**config.mk**
```make
export PLATFORM = sky130hd
export DESIGN_NAME = interval_counter_timer
export DESIGN_NICKNAME = d
export VERILOG_FILES = /design/src/include/interval_timer_pkg.sv /design/src/interval_counter_timer.sv
export SDC_FILE = /design/constraint.sdc
export NUM_CORES = 1
export LEC_CHECK = 0
export BUFFER_PORTS_ARGS = -buffer_cell sky130_fd_sc_hd__clkbuf_2
export CORE_MARGIN = 2
export CORE_UTILIZATION = 50
export CTS_CLUSTER_DIAMETER = 120
export DETAILED_ROUTE_END_ITERATION = 7
export HOLD_SLACK_MARGIN = 0.15
export PLACE_DENSITY = 0.7
export SLEW_MARGIN = 10
export SYNTH_ARGS = -nofsm -noshare
export SYNTH_HDL_FRONTEND = slang
export SYNTH_SLANG_ARGS = --single-unit
```
**constraint.sdc**
```tcl
create_clock -name clk -period 9.8 [get_ports clk]
set_input_delay 1.96 -clock clk [delete_from_list [all_inputs] [get_ports clk]]
set_output_delay 1.96 -clock clk [all_outputs]
set_load 0.03 [all_outputs]
```
**src/include/interval_timer_pkg.sv**
```systemverilog
// Shared constants and carriers for the three-channel interval counter/timer
package interval_timer_pkg;

    localparam int CNT_W = 32;
    localparam int NUM_CTR = 3;
    localparam logic [1:0] DIV4_LAST = 2'h3;
    localparam logic [CNT_W-1:0] COUNT_ZERO = 32'h0;
    localparam logic [CNT_W:0] PERIOD_EXTRA = 33'h2;
    localparam logic [CNT_W:0] STEP_ONE = 33'h1;

    localparam logic [2:0] MODE_TERM = 3'h0;
    localparam logic [2:0] MODE_ONESHOT = 3'h1;
    localparam logic [2:0] MODE_RATE = 3'h2;
    localparam logic [2:0] MODE_SQUARE = 3'h3;
    localparam logic [2:0] MODE_SW_STROBE = 3'h4;
    localparam logic [2:0] MODE_HW_STROBE = 3'h5;

    // Per-counter software settings
    typedef struct packed {
        logic [2:0] mode;
        logic [CNT_W-1:0] reload_value;
        logic inv_gate;
        logic inv_clock;
        logic inv_out;
        logic gate_from_sw;
        logic sw_gate;
        logic ext_clock_sel;
        logic irq_en;
    } ctr_cfg_t;

    // Per-counter working state
    typedef struct packed {
        logic [CNT_W-1:0] count;
        logic out;
        logic wrap;
        logic run;
        logic gate_prev;
        logic clk_prev;
    } ctr_state_t;

    // Per-counter readback
    typedef struct packed {
        logic [CNT_W-1:0] latched_count;
        logic out_level;
        logic gate_level;
        logic running;
    } ctr_status_t;

endpackage

```
**src/interval_counter_timer.sv**
```systemverilog
// Three independent 32-bit down counters with six modes each
//
// Contract
// Three independent 32-bit pure binary down counters.
// Each counter takes its own mode, zero to five.
// Status readable; latch command freezes count for a consistent read.
// Gate, clock input and output polarity invertible by software.
// Gate from hardware pin or software bit; gate level readable.
// Per-counter interrupt enable; shared status shows which counter requested.
// Count clock is bus clock divided by four or the 10 MHz oscillator.
// Mode zero: output low while counting, high when count reaches zero.
// Mode zero: output stays high until a new count is written.
// Mode one: like mode zero but gate edge retriggers the count.
// Mode two: output high, low for one clock at count end.
// Mode two: reloads automatically forever, interrupt at each cycle end.
// Modes two and three: period is reload plus two clocks.
// Mode three: high first half, low for the rest, periodic.
// Mode four: count write starts; output low one clock at expiry.
// Mode four: count written while counting loads on next clock.
// Mode five: like mode four, gate edge triggers and retriggers.
// Expiry raises interrupt request when that counter is enabled.
// Each counter has its own gate input pin and output pin.
// Mode three odd reload: high phase one clock longer than low.
// Modes zero, two, three, four: inactive gate holds the count.
`timescale 1ns/1ps

// Use: set a counter's cfg first, then pulse its count_write bit.
// Modes 1 and 5 then wait for a rising gate edge before counting.
// Commands are one clk cycle pulses; settings are plain levels.
module interval_counter_timer
    import interval_timer_pkg::*;
(
    // Clock and reset
    input wire logic clk,
    input wire logic rst,
    // Count clock sources
    input wire logic clock_sel_osc,
    input wire logic osc_10mhz_in,
    input wire logic counter1_ext_clock_in,
    input wire logic counter2_ext_clock_in,
    // Field gate inputs
    input wire logic counter0_gate_in,
    input wire logic counter1_gate_in,
    input wire logic counter2_gate_in,
    // Software settings and commands
    input wire ctr_cfg_t cfg [NUM_CTR],
    input wire logic [NUM_CTR-1:0] count_write,
    input wire logic [NUM_CTR-1:0] latch_cmd,
    input wire logic [NUM_CTR-1:0] irq_clear,
    // Field outputs
    output logic counter0_output,
    output logic counter1_output,
    output logic counter2_output,
    // Readback and interrupt
    output ctr_status_t status [NUM_CTR],
    output logic [NUM_CTR-1:0] irq_status,
    output logic irq_req
);

    // Count clock prescaler and oscillator edge detect
    logic [1:0] div_q, div_d;
    logic osc_prev_q, osc_prev_d;
    logic counter0_internal_clock;

    // Counter state
    ctr_state_t st_q [NUM_CTR];
    ctr_state_t st_d [NUM_CTR];

    // Readback and interrupt next values
    ctr_status_t status_d [NUM_CTR];
    logic [NUM_CTR-1:0] irq_status_d;
    logic irq_req_d;

    // Pin drive after polarity
    logic [NUM_CTR-1:0] out_pin_q, out_pin_d;

    // Raw field levels, one bit per counter
    logic [NUM_CTR-1:0] gate_raw;
    logic [NUM_CTR-1:0] ext_clk_raw;

    assign gate_raw = {counter2_gate_in, counter1_gate_in, counter0_gate_in};
    // Counter 0 has no field clock pin; its field clock input is tied low
    assign ext_clk_raw = {counter2_ext_clock_in, counter1_ext_clock_in, 1'b0};

    // True while the square wave is in its high phase at the given position.
    // Remaining ticks r below floor(P/2) are low, so odd P gives the extra tick high.
    function automatic logic square_high(input logic [CNT_W-1:0] count,
                                         input logic wrap,
                                         input logic [CNT_W-1:0] reload);
        logic [CNT_W:0] remaining;
        logic [CNT_W:0] half;
        remaining = wrap ? {1'b0, COUNT_ZERO} : ({1'b0, count} + STEP_ONE);
        half = ({1'b0, reload} + PERIOD_EXTRA) >> 1;
        square_high = remaining >= half;
    endfunction

    // Base count tick: bus clock divided by four, or oscillator rising edge
    always_comb begin
        div_d = div_q + 2'h1;
        osc_prev_d = osc_10mhz_in;
        counter0_internal_clock = clock_sel_osc ? (osc_10mhz_in & ~osc_prev_q)
                                                : (div_q == DIV4_LAST);
    end

    // Prescaler free runs; a write does not resync it, so the
    // first tick after a write may come up to four clk cycles late
    always_ff @(posedge clk or posedge rst) begin
        if (rst) begin
            div_q <= 2'h0;
            osc_prev_q <= 1'b0;
        end else begin
            div_q <= div_d;
            osc_prev_q <= osc_prev_d;
        end
    end

    // Mode overview, in base ticks with reload R:
    //   0  out low after write, high at terminal count, stays high
    //   1  as 0, but only a rising gate edge starts it, reloading the count
    //   2  high for R+1 ticks, low for the one wrap tick, reload, repeat
    //   3  same R+2 period, split into a high and a low phase
    //   4  out high after write, low one tick at expiry, then stops
    //   5  as 4, but a rising gate edge loads and restarts it
    //
    // Hazards and limits:
    //   A write always wins over a trigger or tick in the same cycle.
    //   Gate edges are seen on consecutive clk samples, so a gate pulse
    //   shorter than one clk may be missed entirely.
    //   Field clocks must run well below half of clk; faster edges
    //   merge and are lost rather than counted twice.
    //   The wrap state costs one tick so the period is R+2, not R+1.
    //   Codes 6 and 7 freeze the counter but still honour writes.
    //   Interrupt events: modes 0 and 1 at terminal count, 2 and 3 at
    //   the wrap tick, 4 and 5 at the strobe tick.
    //   An interrupt bit set and cleared in one cycle stays set.
    //   Status fields lag the live state by one clk cycle.
    //   Inverting the output flips the pin only; the status level
    //   follows the uninverted state.

    // Per-counter next state
    always_comb begin
        logic gate;
        logic clk_lvl;
        logic tick;
        logic trig;
        logic event_hit;
        gate = 1'b0;
        clk_lvl = 1'b0;
        tick = 1'b0;
        trig = 1'b0;
        event_hit = 1'b0;
        irq_status_d = irq_status;

        // Each counter is independent; only the base tick and the interrupt request are shared
        for (int i = 0; i < NUM_CTR; i++) begin
            st_d[i] = st_q[i];
            status_d[i] = status[i];
            event_hit = 1'b0;
            gate = cfg[i].gate_from_sw ? cfg[i].sw_gate
                                       : (gate_raw[i] ^ cfg[i].inv_gate);
            clk_lvl = ext_clk_raw[i] ^ cfg[i].inv_clock;
            st_d[i].gate_prev = gate;
            st_d[i].clk_prev = clk_lvl;
            // Counters 1 and 2 may count field clock edges instead of the base tick
            tick = cfg[i].ext_clock_sel ? (clk_lvl & ~st_q[i].clk_prev)
                                        : counter0_internal_clock;
            // Rising edge of the effective gate, after inversion
            trig = gate & ~st_q[i].gate_prev;

            if (count_write[i]) begin
                // A write reloads every mode and starts all but modes one and five; in mode four this is the next-clock load
                st_d[i].count = cfg[i].reload_value;
                st_d[i].wrap = 1'b0;
                st_d[i].run = (cfg[i].mode != MODE_ONESHOT) && (cfg[i].mode != MODE_HW_STROBE);
                st_d[i].out = (cfg[i].mode != MODE_TERM) && (cfg[i].mode != MODE_ONESHOT);
            end else begin
                unique case (cfg[i].mode)
                    MODE_TERM, MODE_ONESHOT: begin
                        // Trigger reloads even mid-count, which makes it retriggerable
                        if (cfg[i].mode == MODE_ONESHOT && trig) begin
                            st_d[i].count = cfg[i].reload_value;
                            st_d[i].out = 1'b0;
                            st_d[i].run = 1'b1;
                        end else if (tick && st_q[i].run &&
                                     (gate || cfg[i].mode == MODE_ONESHOT)) begin
                            if (st_q[i].count == COUNT_ZERO) begin
                                st_d[i].out = 1'b1;
                                st_d[i].run = 1'b0;
                                event_hit = 1'b1;
                            end else begin
                                st_d[i].count = st_q[i].count - 32'h1;
                            end
                        end
                    end

                    // Periodic modes reload themselves after the wrap tick
                    MODE_RATE, MODE_SQUARE: begin
                        if (tick && st_q[i].run && gate) begin
                            if (st_q[i].wrap) begin
                                st_d[i].wrap = 1'b0;
                                st_d[i].count = cfg[i].reload_value;
                            end else if (st_q[i].count == COUNT_ZERO) begin
                                // Extra wrap tick makes the period reload plus two
                                st_d[i].wrap = 1'b1;
                                event_hit = 1'b1;
                            end else begin
                                st_d[i].count = st_q[i].count - 32'h1;
                            end
                            if (cfg[i].mode == MODE_RATE) begin
                                st_d[i].out = ~st_d[i].wrap;
                            end else begin
                                st_d[i].out = square_high(st_d[i].count, st_d[i].wrap,
                                                          cfg[i].reload_value);
                            end
                        end
                    end

                    // Strobe modes stop after their one low tick
                    MODE_SW_STROBE, MODE_HW_STROBE: begin
                        // Gate edge restarts the strobe sequence at any time
                        if (cfg[i].mode == MODE_HW_STROBE && trig) begin
                            st_d[i].count = cfg[i].reload_value;
                            st_d[i].out = 1'b1;
                            st_d[i].wrap = 1'b0;
                            st_d[i].run = 1'b1;
                        end else if (tick && st_q[i].wrap) begin
                            st_d[i].out = 1'b1;
                            st_d[i].wrap = 1'b0;
                        end else if (tick && st_q[i].run &&
                                     (gate || cfg[i].mode == MODE_HW_STROBE)) begin
                            if (st_q[i].count == COUNT_ZERO) begin
                                st_d[i].out = 1'b0;
                                st_d[i].wrap = 1'b1;
                                st_d[i].run = 1'b0;
                                event_hit = 1'b1;
                            end else begin
                                st_d[i].count = st_q[i].count - 32'h1;
                            end
                        end
                    end

                    default: begin
                        // Unused mode codes hold the counter still
                        st_d[i].run = st_q[i].run;
                    end
                endcase
            end

            // Latch freezes a copy; the live count keeps running
            if (latch_cmd[i]) begin
                status_d[i].latched_count = st_q[i].count;
            end
            status_d[i].out_level = st_q[i].out;
            status_d[i].gate_level = gate;
            status_d[i].running = st_q[i].run;

            out_pin_d[i] = st_d[i].out ^ cfg[i].inv_out;
            // Set wins over a clear arriving in the same cycle
            irq_status_d[i] = (irq_status[i] & ~irq_clear[i]) |
                              (event_hit & cfg[i].irq_en);
        end

        irq_req_d = |irq_status_d;
    end

    // Everything reads zero in reset, so pins are low in reset and idle at the inv_out level until loaded
    always_ff @(posedge clk or posedge rst) begin
        if (rst) begin
            for (int i = 0; i < NUM_CTR; i++) begin
                st_q[i] <= '0;
                status[i] <= '0;
            end
            out_pin_q <= '0;
            irq_status <= '0;
            irq_req <= 1'b0;
        end else begin
            for (int i = 0; i < NUM_CTR; i++) begin
                st_q[i] <= st_d[i];
                status[i] <= status_d[i];
            end
            out_pin_q <= out_pin_d;
            irq_status <= irq_status_d;
            irq_req <= irq_req_d;
        end
    end

    // Output pins come straight from their flops
    // Plain wiring only, so no logic sits between flop and pin
    always_comb begin
        counter0_output = out_pin_q[0];
        counter1_output = out_pin_q[1];
        counter2_output = out_pin_q[2];
    end

endmodule // interval_counter_timer

```
Word-level counts from Yosys, hierarchy flattened
Cells that the tools add are included.
- flip-flop bits (word level): 223
- bits of input ports: 144
- output and inout bits: 112
- logic and storage cells: 316
- add/subtract/negate cells: 10
- magnitude comparators: 3
- eq/ne operators: 46
- muxes and demuxes: 118
- bitwise logic cells: 37
- reductions and logical operators: 70
- operators with widths (operator ; number):
    32-bit two-way mux ; 18
    35-bit two-way mux ; 9
    33-bit two-way mux ; 9
    33-bit one-hot mux with 3 select lines ; 3
    34-bit two-way mux ; 3
    32-bit by 1-bit adder with 33-bit output (second input constant) ; 3
    32-bit by 2-bit adder with 33-bit output (second input constant) ; 3
    33-bit by 32-bit >= comparator with 1-bit output ; 3
    32-bit zero test ; 3
    32-bit by 1-bit subtractor with 32-bit output (second input constant) ; 3
    1-bit two-way mux ; 61
    4-bit inequality test (second input constant) ; 15
    5-bit inequality test (second input constant) ; 6
    1-bit logical AND ; 27
    3-bit nonzero test ; 9
    3-bit by 2-bit == test with 1-bit output (second input constant) ; 6
    3-bit == test (second input constant) ; 6
    3-bit inequality test (second input constant) ; 6
    6-bit AND reduction ; 3
    2-bit OR reduction ; 9
    5-bit AND reduction ; 3
    1-bit AND ; 13
    1-bit inverter ; 13
    1-bit one-hot mux with 2 select lines ; 6
    14 further kinds ; 44

Longest topological paths before layout
- word-level depth: 17
- depth in mapped cells: 28
- depth with buffers taken out: 26

Worst setup path after synthesis
OpenSTA, ideal clock, no wires.
- path kind: input port to flip-flop
- start: input cfg[94] in the netlist's numbering
- end: register out_pin_q[0]
- setup time: 139 ps
- data arrival time: 5737 ps
- required time: 9661 ps
- slack: 3924 ps
- cell stages on the path: 21
- path buffers: 3
- cell sequence: clkbuf_1 -> and2_1 -> a31oi_1 -> o41ai_1 -> nand2_1 -> or3_1 -> buf_2 -> or4b_1 -> buf_2 -> or4_1 -> o211ai_1 -> ha_1 -> nand2_1 -> a21oi_1 -> o311ai_0 -> nand3_1 -> a31oi_1 -> o21ai_0 -> a22oi_1 -> o41ai_2 -> xor2_1
- RTL lines (element ; RTL line ; text):
    from (decl) ; interval_counter_timer.sv:46 ; input wire ctr_cfg_t cfg [NUM_CTR],
    to (signal assigned) ; interval_counter_timer.sv:281 ; out_pin_q <= out_pin_d;
    to (decl) ; interval_counter_timer.sv:75 ; logic [NUM_CTR-1:0] out_pin_q, out_pin_d;

Worst setup path after layout
- start: register st_q[54] in the netlist's numbering
- end: register out_pin_q[1]
- cells in the longest elaborated chain, start to end: 14
- elaborated cells on any way between the ends: 28
- those cells by class: add/sub: 2; order compare: 1; mux: 22; bitwise: 2; reduce/logical: 1
- ends and longest elaborated chain (element ; RTL line ; text):
    from (decl) ; interval_counter_timer.sv:66 ; ctr_state_t st_q [NUM_CTR];
    from (signal, indexed assignment) ; interval_counter_timer.sv:278 ; st_q[i] <= st_d[i];
    32-bit by 1-bit subtractor with 32-bit output or 32-bit zero test (tied branches) ; - ;
    32-bit two-way mux ; - ;
    32-bit two-way mux ; interval_counter_timer.sv:199 ; if (st_q[i].wrap) begin
    32-bit two-way mux ; interval_counter_timer.sv:198 ; if (tick && st_q[i].run && gate) begin
    32-bit two-way mux ; interval_counter_timer.sv:177 ; unique case (cfg[i].mode)
    32-bit two-way mux ; interval_counter_timer.sv:170 ; if (count_write[i]) begin
    32-bit by 1-bit adder with 33-bit output ; interval_counter_timer.sv:92 ; remaining = wrap ? {1'b0, COUNT_ZERO} : ({1'b0, count} + STEP_ONE);
    33-bit two-way mux ; interval_counter_timer.sv:92 ;
    33-bit by 32-bit >= comparator with 1-bit output ; interval_counter_timer.sv:94 ; square_high = remaining >= half;
    1-bit two-way mux ; interval_counter_timer.sv:209 ; if (cfg[i].mode == MODE_RATE) begin
    34-bit two-way mux ; interval_counter_timer.sv:198 ;
    33-bit one-hot mux with 3 select lines (*) ; interval_counter_timer.sv:177 ;
    35-bit two-way mux (*) ; interval_counter_timer.sv:170 ;
    1-bit XOR (*) ; interval_counter_timer.sv:257 ; out_pin_d[i] = st_d[i].out ^ cfg[i].inv_out;
    net out_pin_d[1] ; interval_counter_timer.sv:75 ;
Mark *: on every way through the listed nets, which the timed path passes. The rest lies on a longest branch. The select of a mux whose other input is x is not followed.
A chain may end at the register's enable or synchronous reset.

==> results.txt <==
* Mean instance size in the synthesized netlist: 8.04 um2
- The clock reaches the later pin of the worst-skew pair after 0.58 ns.
- In this run the number of H-tree levels came out at 1.
- Path class of the lowest-slack min-delay path: register to register
- Along the worst path, the maximum fanout reaches 14.
- For this run, design rule violations remaining after detail routing come to 0.
- Setup crit start kind: register
* Run status: finished clean
- Total design power: 3.63 mW
- Post-layout net count: 3074
- The initial antenna violation count is 0.
- Fraction of layout cells with a size suffix above 1: 17.5%
- Routability-driven placement finished with a final weighted congestion of 1.03.
- Summed over all instances, the cell type with the most area after synthesis is dfrtp_1.
- In the synthesized netlist the async set-or-reset flop fraction comes to 100%.
* Number of buffers added for setup after CTS: 0
* Switching part of the total: 38.6%
- Detailed-router iteration count before antenna repair: 6
- Cell at the root of the clock tree: clkbuf_16
* Horizontal die dimension: 212 um
- Mapped Nets: 2941
- The worst pin sits at a relative slew slack of 22.5%.
- Most used cells in the layout excluding fill and tap cells: 255 x clkbuf_2, 230 x nand2_1, 223 x dfrtp_1
- The worst setup path is captured at a register.
- Combinational share of power: 35.7%
- In the final timing run, aggregate negative setup slack is 0 ns.
* Overall overflow remaining after global route: 0
- Least-Margin Pin Slew: 1.16 ns
- Setup violations remaining at the end of the flow were counted as 0.
- Combined global-route utilization of all metal layers: 33.4%
* DR iter-0 viols: 2395
* Floorplan core area: 0.0429 mm2
- Relative contribution of the clock network to total power: 30.9%
* Detailed Place HPWL: 57200 um
* Die ar.: 0.0449 mm2
* TritonCTS clock tree: done
- Clock transition time at the flip-flop clock pins of the worst setup and hold paths: 0.06 ns
- Data arrival time of the critical path: 7.65 ns
- Post-route fraction of the period consumed by the critical path: 73.2%
- Critical setup path kind: register to register
- Share of Yosys cell area claimed by the top area cell type: 25.8%
- CTS saw 223 sinks.
* Leakage: 10.0 nW
- Number of primary I/O pins: 256
* Via/cell ratio: 6.51
- Net load switching power: 1.40 mW
* Max-Cap Viols: 0
* Height of the die: 212 um
- Cell internal power was estimated by the tool at 2.23 mW.
- Clock buffers created by TritonCTS: 29
* Final Hold Vio Count: 0
- Entering global routing, the biggest net connects 95 pins.
- Ys flop type: dfrtp_1
* Yosys warning count: 0
- Required @ worst endpoint: 10.28 ns
* Number of antenna diodes: 0
- The routed layout has 22300 vias.
- Vias in the first global route: 21100
- Power Dens Cells: 150 mW/mm2
- EDFF count, synth: 0
- Gates resized during post-CTS repair numbered 0.
- Leaving out fill and tap cells, the most frequent cell in the layout is clkbuf_2.
* Total of buffers placed on input and output ports: 255
- In this run the cell area of the synthesized design comes to 0.0216 mm2.
* Total count of max-transition violations in the final report: 0
- Setup slack of the worst register-to-register path: 2.63 ns
- Wire length of the first global-routing pass: 119000 um
- Wire length after detailed routing: 76700 um
- Initial standard-cell utilization of the core: 50.4%
- In this run, distinct cell masters in the synthesized netlist total 91.
* Routed wirelength normalized by instance count: 22.4 um
- Worst voltage drop across the vdd grid: 162 uV
- Power share of the sequential group: 33.4%
- FF+latch count, synth: 223
- Row generation in the floorplan step produced 76 rows.
* Deepest clock path buffer count: 3
* Gate count after technology mapping: 2689
- Largest clock skew in the final design: 0.0181 ns
- Seq/Total Area, Yosys: 25.8%
- Antenna-violating nets left: 0
- Largest cells by area after synthesis: dfrtp_1 26%, ha_1 6.3%, mux2_2 5.8%
- Relative to the synthesized area, the layout overhead comes to 11.7%.
- Static timing analysis puts the maximum clock frequency at 0.139 GHz.
* Number of hold buffers added after cts: 0
* RSZ-0062 raised after global routing: false
* Crit path time final: 7.17 ns
## per-layer routing
| metal | vias to the layer above | routed length (um) | global-route usage (%) |
|---|---|---|---|
| met5 | - | 0 | 0 |
| met1 | 10600 | 32500 | 45.9 |
| li1 | 10300 | - | - |
| met3 | 201 | 6920 | 4.78 |
| met4 | 0 | 3060 | 13.4 |
| met2 | 1194 | 34200 | 52.6 |
## power groups by stage
stage	clock network [mW]	logic (mW)	registers, mW
2_1_floorplan	0	0.811	1.28
3_3_place_gp	0	1.25	1.21
3_5_place_dp	0	1.27	1.22
4_1_cts	1.15	1.28	1.20
5_1_grt	1.19	1.41	1.23
6_report	1.12	1.29	1.21
## final cells by class
type                       instances  area [um2]
timing repair buffer             289        1530
tap                              585         732
inverter                          65         251
fill                            4038       18700
multi-input combinational       2214       15000
clock buffer                      41         851
sequential                       223        5580
clock inverter                     8         149
## worst paths after layout
path | to | cells past startpoint | from
max in group asynchronous | st_q[44] | 3 | rst
max reg2reg | out_pin_q[1] | 18 | st_q[54]
min in group asynchronous | status[98] | 2 | rst
min reg2reg | div_q[0] | 1 | div_q[0]
max | out_pin_q[1] | 18 | st_q[54]
min | div_q[0] | 1 | div_q[0]
## synth_stat cells (17+ instances only)
cell / count
or3_1: 32
xnor2_1: 128
dfrtp_1: 223
clkbuf_1: 150
a211oi_1: 19
nand2_1: 230
o211ai_1: 30
nand2b_1: 32
o31ai_1: 20
or2_2: 18
nand4_1: 52
xor2_1: 110
inv_1: 62
a21o_1: 35
mux2_2: 111
a21oi_1: 113
a22oi_1: 65
buf_1: 22
a221oi_1: 20
a31oi_1: 26
o22ai_1: 34
nor3_1: 89
nor4_1: 63
nor2_1: 211
o21ai_0: 194
mux2i_1: 34
and3_1: 38
and2_1: 20
nor2b_1: 21
ha_1: 108
or4_1: 23
nand3_1: 101
o21a_1: 17
## critical path: stages, from the launching register on
cell      delay, ns
dfrtp_1        0.49
nor4_1         1.00
nand4_1        0.43
nor3_2         0.95
o21ai_0        0.39
a221oi_1       0.38
o221ai_2       0.26
nor3_2         0.66
nand3_1        0.19
xor2_1         0.19
ha_1           0.33
a21o_1         0.17
a21o_1         0.18
a221oi_1       0.28
o221ai_1       0.19
a211oi_1       0.26
o21ai_0        0.15
a221o_1        0.35
nor3b_1        0.23
## stage by stage
stage          setup slack (ns)  utilization [%]  cell area (um2)  hold slack, ns  instances
2_1_floorplan              1.73                -            21600           0.395       2689
3_3_place_gp               3.17             54.0            23100           0.414       3376
3_5_place_dp               2.98             54.0            23100           0.419       3376
4_1_cts                    2.92             56.3            24100           0.427       3425
5_1_grt                    2.06             56.3            24100           0.448       3425
6_report                   2.63             56.3            24100           0.422       3425
## flip-flops by register name (all words and copies together) (netlist names)
| name | flops |
|---|---|
| st_q | 111 |
| status | 102 |
| irq_status | 3 |
| out_pin_q | 3 |
| div_q | 2 |
| irq_req | 1 |
| osc_prev_q | 1 |
## cell families after synthesis
family	Yosys count	share of synthesized area [%]
AO/OA/AOI/OAI	715	22.0
XOR/XNOR	238	9.64
adder cells (fa/ha/maj)	108	6.25
buffers and inverters	252	4.64
flip-flops	223	25.8
multiplexers	145	7.36
AND/OR/NAND/NOR	1008	24.3
(Power assumes the default switching activity.)
